[src/verilog/ddl_regs.svh]
// word layout and timing constants of the dual converter word loader
`ifndef DDL_REGS_SVH
`define DDL_REGS_SVH
`define DDL_WORD_BITS 16
`define DDL_DATA_BITS 12
`define DDL_SEL_HI_POS 15
`define DDL_SPEED_POS 14
`define DDL_PWRDN_POS 13
`define DDL_SEL_LO_POS 12
`define DDL_DATA_MSB 11
`define DDL_CODE_RESET 12'h000
`define DDL_COUNT_LAST 5'h10
`endif

[src/verilog/ddl_pkg.sv]
// types of the dual converter word loader
package ddl_pkg;
  typedef enum logic [1:0] {
    SEL_B_AND_BUF,
    SEL_BUF_ONLY,
    SEL_A_COPY_B,
    SEL_RESERVED
  } ddl_sel_t;
  typedef struct packed {
    logic [2:0] sclk_sync;
    logic [2:0] cs_sync;
    logic [1:0] din_sync;
    logic [15:0] shift;
    logic [4:0] count;
    logic active;
    logic pending;
    logic [11:0] code_a;
    logic [11:0] code_b;
    logic [11:0] hold_buf;
    logic speed_fast;
    logic power_down;
    logic update;
  } ddl_state_t;
endpackage : ddl_pkg

[src/verilog/ddl_loader.sv]
// serial word loader and latch update logic of a dual 12-bit converter
// Overview of operation
// a falling chip select starts a transfer and data is shifted in msb first on falling serial clock edges.
// after sixteen bits, or an earlier chip select rise after at least one bit, the word is moved into the selected latches.
// the word is sixteen bits: four program bits on top, twelve data bits below, msb first.
// select code 00 loads channel b and the buffer, code 01 loads only the buffer.
// select code 10 loads channel a and copies the buffer into channel b at once; code 11 is reserved.
// the twelve data bits become the unsigned code of each targeted latch.
// bit 14 selects fast settling when one and slow when zero, applied with each accepted word that has bit 13 clear.
// a word with bit 13 set enters power-down and its other bits are ignored.
// latches update on the rising serial clock edge after the sixteenth falling edge.
// the host updates both outputs together by a buffer-only word then a code 10 word.
// the host lowers chip select before clocking; an 8-bit port sends two writes per word.
// reset clears every latch and program setting to zero.
// a reserved code 11 word leaves all data latches alone, and clock edges with chip select high are ignored.
`timescale 1ns/1ps
`include "ddl_regs.svh"
module ddl_loader (
  input wire logic i_mclk,            // system clock 100 MHz
  input wire logic i_reset_n,         // async reset, active low
  input wire logic i_sclk,            // serial clock pin
  input wire logic i_cs_n,            // chip select pin, active low
  input wire logic i_din,             // serial data pin
  output logic [11:0] o_code_a,       // channel a output code
  output logic [11:0] o_code_b,       // channel b output code
  output logic [11:0] o_hold_buf,     // holding buffer
  output logic o_speed_fast,          // settling speed select
  output logic o_power_down,          // power-down state
  output logic o_update               // one-cycle latch update pulse
);
  ddl_pkg::ddl_state_t state_reg;
  ddl_pkg::ddl_state_t state_next;
  logic sclk_fall;
  logic sclk_rise;
  logic cs_fall;
  logic cs_rise;
  logic cs_low;
  logic commit;
  logic [15:0] word;
  ddl_pkg::ddl_sel_t sel;

  assign sclk_fall = state_reg.sclk_sync[2] & ~state_reg.sclk_sync[1];
  assign sclk_rise = ~state_reg.sclk_sync[2] & state_reg.sclk_sync[1];
  assign cs_fall = state_reg.cs_sync[2] & ~state_reg.cs_sync[1];
  assign cs_rise = ~state_reg.cs_sync[2] & state_reg.cs_sync[1];
  assign cs_low = ~state_reg.cs_sync[1];

  always_comb begin
    state_next = state_reg;
    word = state_reg.shift;
    commit = 1'b0;
    state_next.sclk_sync = {state_reg.sclk_sync[1:0], i_sclk};
    state_next.cs_sync = {state_reg.cs_sync[1:0], i_cs_n};
    state_next.din_sync = {state_reg.din_sync[0], i_din};
    state_next.update = 1'b0;
    if (cs_fall) begin
      state_next.active = 1'b1;
      state_next.count = 5'h00;
      state_next.shift = 16'h0000; // no stale bits in a cut frame
      state_next.pending = 1'b0;
    end else if (state_reg.active && cs_low && sclk_fall && !state_reg.pending) begin
      // msb first shift on falling clock edges
      state_next.shift = {state_reg.shift[14:0], state_reg.din_sync[1]};
      state_next.count = state_reg.count + 5'h01;
      if (state_reg.count + 5'h01 == `DDL_COUNT_LAST) begin
        state_next.pending = 1'b1;
      end
    end else if (state_reg.active && state_reg.pending && sclk_rise) begin
      commit = 1'b1;
      state_next.active = 1'b0;
      state_next.pending = 1'b0;
    end else if (state_reg.active && cs_rise) begin
      // early rise: take the word as it stands
      commit = state_reg.count != 5'h00;
      state_next.active = 1'b0;
      state_next.pending = 1'b0;
    end
    sel = ddl_pkg::ddl_sel_t'({word[`DDL_SEL_HI_POS], word[`DDL_SEL_LO_POS]});
    if (commit) begin
      state_next.update = 1'b1;
      if (word[`DDL_PWRDN_POS]) begin
        state_next.power_down = 1'b1;
      end else begin
        state_next.power_down = 1'b0;
        state_next.speed_fast = word[`DDL_SPEED_POS];
        case (sel)
          ddl_pkg::SEL_B_AND_BUF: begin
            state_next.code_b = word[`DDL_DATA_MSB:0];
            state_next.hold_buf = word[`DDL_DATA_MSB:0];
          end
          ddl_pkg::SEL_BUF_ONLY: begin
            state_next.hold_buf = word[`DDL_DATA_MSB:0];
          end
          ddl_pkg::SEL_A_COPY_B: begin
            state_next.code_a = word[`DDL_DATA_MSB:0];
            state_next.code_b = state_reg.hold_buf;
          end
          default: begin
            state_next.code_a = state_reg.code_a;
          end
        endcase
      end
    end
  end

  always_ff @(posedge i_mclk or negedge i_reset_n) begin
    if (!i_reset_n) begin
      state_reg <= '0;
      state_reg.sclk_sync <= 3'h7; // pin idles high, no false edge
      state_reg.cs_sync <= 3'h7;
    end else begin
      state_reg <= state_next;
    end
  end

  assign o_code_a = state_reg.code_a;
  assign o_code_b = state_reg.code_b;
  assign o_hold_buf = state_reg.hold_buf;
  assign o_speed_fast = state_reg.speed_fast;
  assign o_power_down = state_reg.power_down;
  assign o_update = state_reg.update;
endmodule : ddl_loader

[config.mk]
export PLATFORM = sky130hd
export DESIGN_NAME = ddl_loader
export DESIGN_NICKNAME = d
export VERILOG_FILES = /design/src/verilog/ddl_pkg.sv /design/src/verilog/ddl_loader.sv
export VERILOG_INCLUDE_DIRS = /design/src /design/src/verilog
export SDC_FILE = /design/constraint.sdc
export NUM_CORES = 1
export LEC_CHECK = 0
export ABC_AREA = 1
export BUFFER_PORTS_ARGS = -buffer_cell sky130_fd_sc_hd__buf_2
export CAP_MARGIN = 20
export CELL_PAD_IN_SITES_DETAIL_PLACEMENT = 2
export CELL_PAD_IN_SITES_GLOBAL_PLACEMENT = 2
export CORE_ASPECT_RATIO = 0.7
export CORE_MARGIN = 8
export CORE_UTILIZATION = 35
export CTS_BUF_LIST = sky130_fd_sc_hd__clkbuf_16
export DETAILED_ROUTE_END_ITERATION = 10
export GPL_TIMING_DRIVEN = 0
export PLACE_DENSITY = 0.76
export SLEW_MARGIN = 20
export SYNTH_ARGS = -nofsm -noshare
export SYNTH_HDL_FRONTEND = slang
export SYNTH_SLANG_ARGS = --single-unit
[constraint.sdc]
create_clock -name i_mclk -period 1.9 [get_ports i_mclk]
set_clock_uncertainty 0.05 [all_clocks]
set_input_delay 0.19 -clock i_mclk [delete_from_list [all_inputs] [get_ports i_mclk]]
set_output_delay 0.19 -clock i_mclk [all_outputs]
set_load 0.05 [all_outputs]
==> run metrics <==
final setup vio count=0; layout cells sized above 1=between 30% and 40%; CP Max Fanout=10; pin count of the biggest net entering global routing=56; maximum vdd drop=about 0.47 mV; Ys Warns=0; Seq/Total Area, Yosys=between 50 and 60%; drt pass-1 iters=4; H-tree lvl count=3; DIE HEIGHT=95.49 um; clk_lat worst skew=between 0.3 and 0.4 ns; Sw Ratio=23.18%; worst path bufs/invs=3; CTS Sinks=70; wire per inst=approximately 17 um; PwrDens=between 800 and 900 nW/um^2; HPWL reported at the end of detailed placement=6.273 mm; cts bufs inserted=9; critical path's top delay family=simple AND/OR/NAND/NOR gates; Hold Path Class=in -> async; clock slew at reported path FFs=around 0.06 ns; status=finished clean; initial antenna violation count=0; Multi-input gate area=929.6 sq um; CTS max path bufs=2; Synth cell types=24; Crit path depth=11; syn_nets=approximately 340; final hold violation count=0; WS Path Type=reg -> reg; crit share post-route=93.31%; mux share of post-synthesis cell area=0%; Least-Margin Pin Slew=0.4650 ns; main combinational cell family by area after synthesis=simple AND/OR/NAND/NOR gates; CTS tree=yes; via count=2,450; CTS Root Cell=clkbuf_16; Die ar.=12,370 sq um; starting density of the core=35.39%; initial drt markers=96; # diodes=0; vias in the first global route=2,807; Final min period=1.773 ns; fin worst setup slack=0.1270 ns; Synth Cell Area=3159 sq um; Worst Hold Slack=0.2253 ns; Crit. End Element=register; adder-cell share of the synthesized area=1.188%; post-route ant nets=0; simple-gate area share of the yosys netlist=17.23%; # placed instances=504; RD Place Congestion=between 0.7 and 0.8; first-pass GRT wire length=14.83 mm; All-Layer GR Usage=15.51%; type of origin of the critical path=register; final WL=8.871 mm; fin. max-slew vios=0; Seq pwr share=45.9%; die width=~130 um; drt drc=0; max FFs per register=16; Syn Area/Cell=9.403 sq um; internal power=approximately 2600 uW; Post-Syn Instances=between 300 and 400; Congestion Overflow GR=0; Clock power frac=around half; Synth Area in XOR/XNOR=0.5545%; Synth Area in Compound Gates=10.22%; Pleak=0.002106 uW; port buffer count=43; CP required=2.06 ns; Psw=774.6 uW; WP data arrival=1.93 ns; worst path cell trace=inv_1, ha_1, inv_1, nor2_1, nand2_1, nand2_1, nand2_2, nand4_1, buf_6, nand2_1, nand2_1; Seq. cell area=1760 sq um; Logic pwr share=5.2%; Worst path most repeated cell=nand2_1; Total Neg Setup Slack=0 ns; Layout area overhead=24.00%; Max Cap Violations=0; unrepaired setup endpoints after global routing=false; slowest stage cell, crit path=dfrtp_2; row count=29; #FFs+latches synth=70; worst slack at placement=0.05368 ns; max_slew headroom=69.00%; final cell count without fillers=approximately 530; number of cells on the worst reg-to-reg path=11; # IOs=44; layout filler cell count=1,009; vias per cell=4.658; fin nets=405; core area=approximately 8900 sq um; fmax=0.5640 GHz; CP peak stage delay=0.40 ns
-- metal layers --
metal	GRT usage, %	share of wire [%]	up-vias
met4	4.331	0.92	0
li1	-	-	1171
met5	0	0	-
met1	19.65	47	1233
met3	3.408	3.6	5
met2	26.32	48	41
-- power groups by stage --
stage	combinational (uW)	clock, uW	sequential, uW
detailed placement	162	0	1560
global route	190	1720	1540
global placement	146	0	1560
finish	172	1640	1530
floorplan	86.9	0	1560
CTS	176	1670	1530
-- synth_stat cells --
cell      count  area share [%]
buf_2         4            0.63
buf_4        38             9.0
buf_6         4             1.4
clkbuf_1      2            0.24
clkinv_1      1            0.12
dfrtp_1      64              51
dfstp_2       6             5.0
ha_1          3             1.2
inv_1        28             3.3
inv_2         3            0.36
nand2_1      83             9.9
nand2_2       3            0.59
nand3_1      19             3.0
nand3_2       3            0.95
nand3_4       1            0.55
nand4_1       2            0.40
nor2_1        8            0.95
nor2_2        1            0.20
nor2_4        2            0.71
o21ai_0      19             3.0
o21ai_1      22             3.5
o21ai_2       2            0.55
o22ai_1      16             3.2
xor2_1        2            0.55
-- placed cells by master (no fill, tap or decap) --
| master | instances |
|---|---|
| nand2_1 | 83 |
| dfrtp_1 | 63 |
| buf_2 | 45 |
| buf_4 | 40 |
| inv_1 | 30 |
| o21ai_1 | 22 |
| nand3_1 | 19 |
| o21ai_0 | 19 |
| o22ai_1 | 16 |
| clkbuf_16 | 9 |
| nor2_1 | 8 |
| buf_6 | 6 |
| dfstp_2 | 6 |
| dlygate4sd3_1 | 4 |
| inv_2 | 3 |
| nand2_2 | 3 |
| ha_1 | 3 |
| clkinv_1 | 2 |
| nand3_4 | 2 |
| nand3_2 | 2 |
| nor2_4 | 2 |
| nand4_1 | 2 |
| xor2_1 | 2 |
| clkbuf_1 | 2 |
| o21ai_2 | 2 |
| clkinv_2 | 2 |
| nor2_2 | 1 |
| clkinvlp_4 | 1 |
| bufinv_16 | 1 |
| buf_16 | 1 |
| dfrtp_2 | 1 |
-- worst register-to-register path, cell delays in order, from the launching register on --
cell and delay [ns]:
dfrtp_2 0.40, inv_1 0.07, ha_1 0.21, inv_1 0.09, nor2_1 0.05, nand2_1 0.06
nand2_1 0.07, nand2_2 0.12, nand4_1 0.19, buf_6 0.21, nand2_1 0.07, nand2_1 0.07
-- kinds of logic (layout without fill, tap and decap cells) --
kind of cell	Yosys count	count (layout)
XOR/XNOR	2	2
buffers and inverters	80	146
adder cells (fa/ha/maj)	3	3
flip-flops	70	70
AND/OR/NAND/NOR	122	122
AO/OA/AOI/OAI	59	59
-- area by class of cell --
type / count / area share, %
multi-input combinational: 186 / 23.73
inverter: 32 / 3.066
timing repair buffer: 50 / 7.665
clock inverter: 7 / 1.501
buffer: 48 / 9.390
clock buffer: 9 / 5.749
tap: 124 / 3.960
sequential: 70 / 44.94
-- final timing paths --
path                                            from                        to  slack, ns
hold reg to reg             state_next[65]$_DFF_PN1_  state_next[66]$_DFF_PN1_       0.31
setup reg to reg           state_reg[42]$_DFFE_PN0N_   o_code_a[4]$_DFFE_PN0P_       0.13
min in group i_mclk         state_next[65]$_DFF_PN1_  state_next[66]$_DFF_PN1_       0.31
setup / recovery           state_reg[42]$_DFFE_PN0N_   o_code_a[4]$_DFFE_PN0P_       0.13
hold / removal                             i_reset_n  state_next[63]$_DFF_PN0_       0.23
max in group asynchronous                  i_reset_n   state_reg[69]$_DFF_PN1_       0.99
-- stage by stage --
stage          util (%)  total power (uW)  area (sq um)
2_1_floorplan         -              1645          3159
3_3_place_gp      39.54              1706          3530
3_5_place_dp      39.88              1724          3560
4_1_cts           43.59              3375          3891
5_1_grt           43.89              3444          3918
6_report          43.89              3342          3918
-- timing repair --
action	CTS	global route
setup buffers	1	1
endpoints found under the setup margin	10	21
hold buffers	4	0
hold endpoints to repair	18	0
resized for setup	0	6
Power figures use the tool's default switching activity.
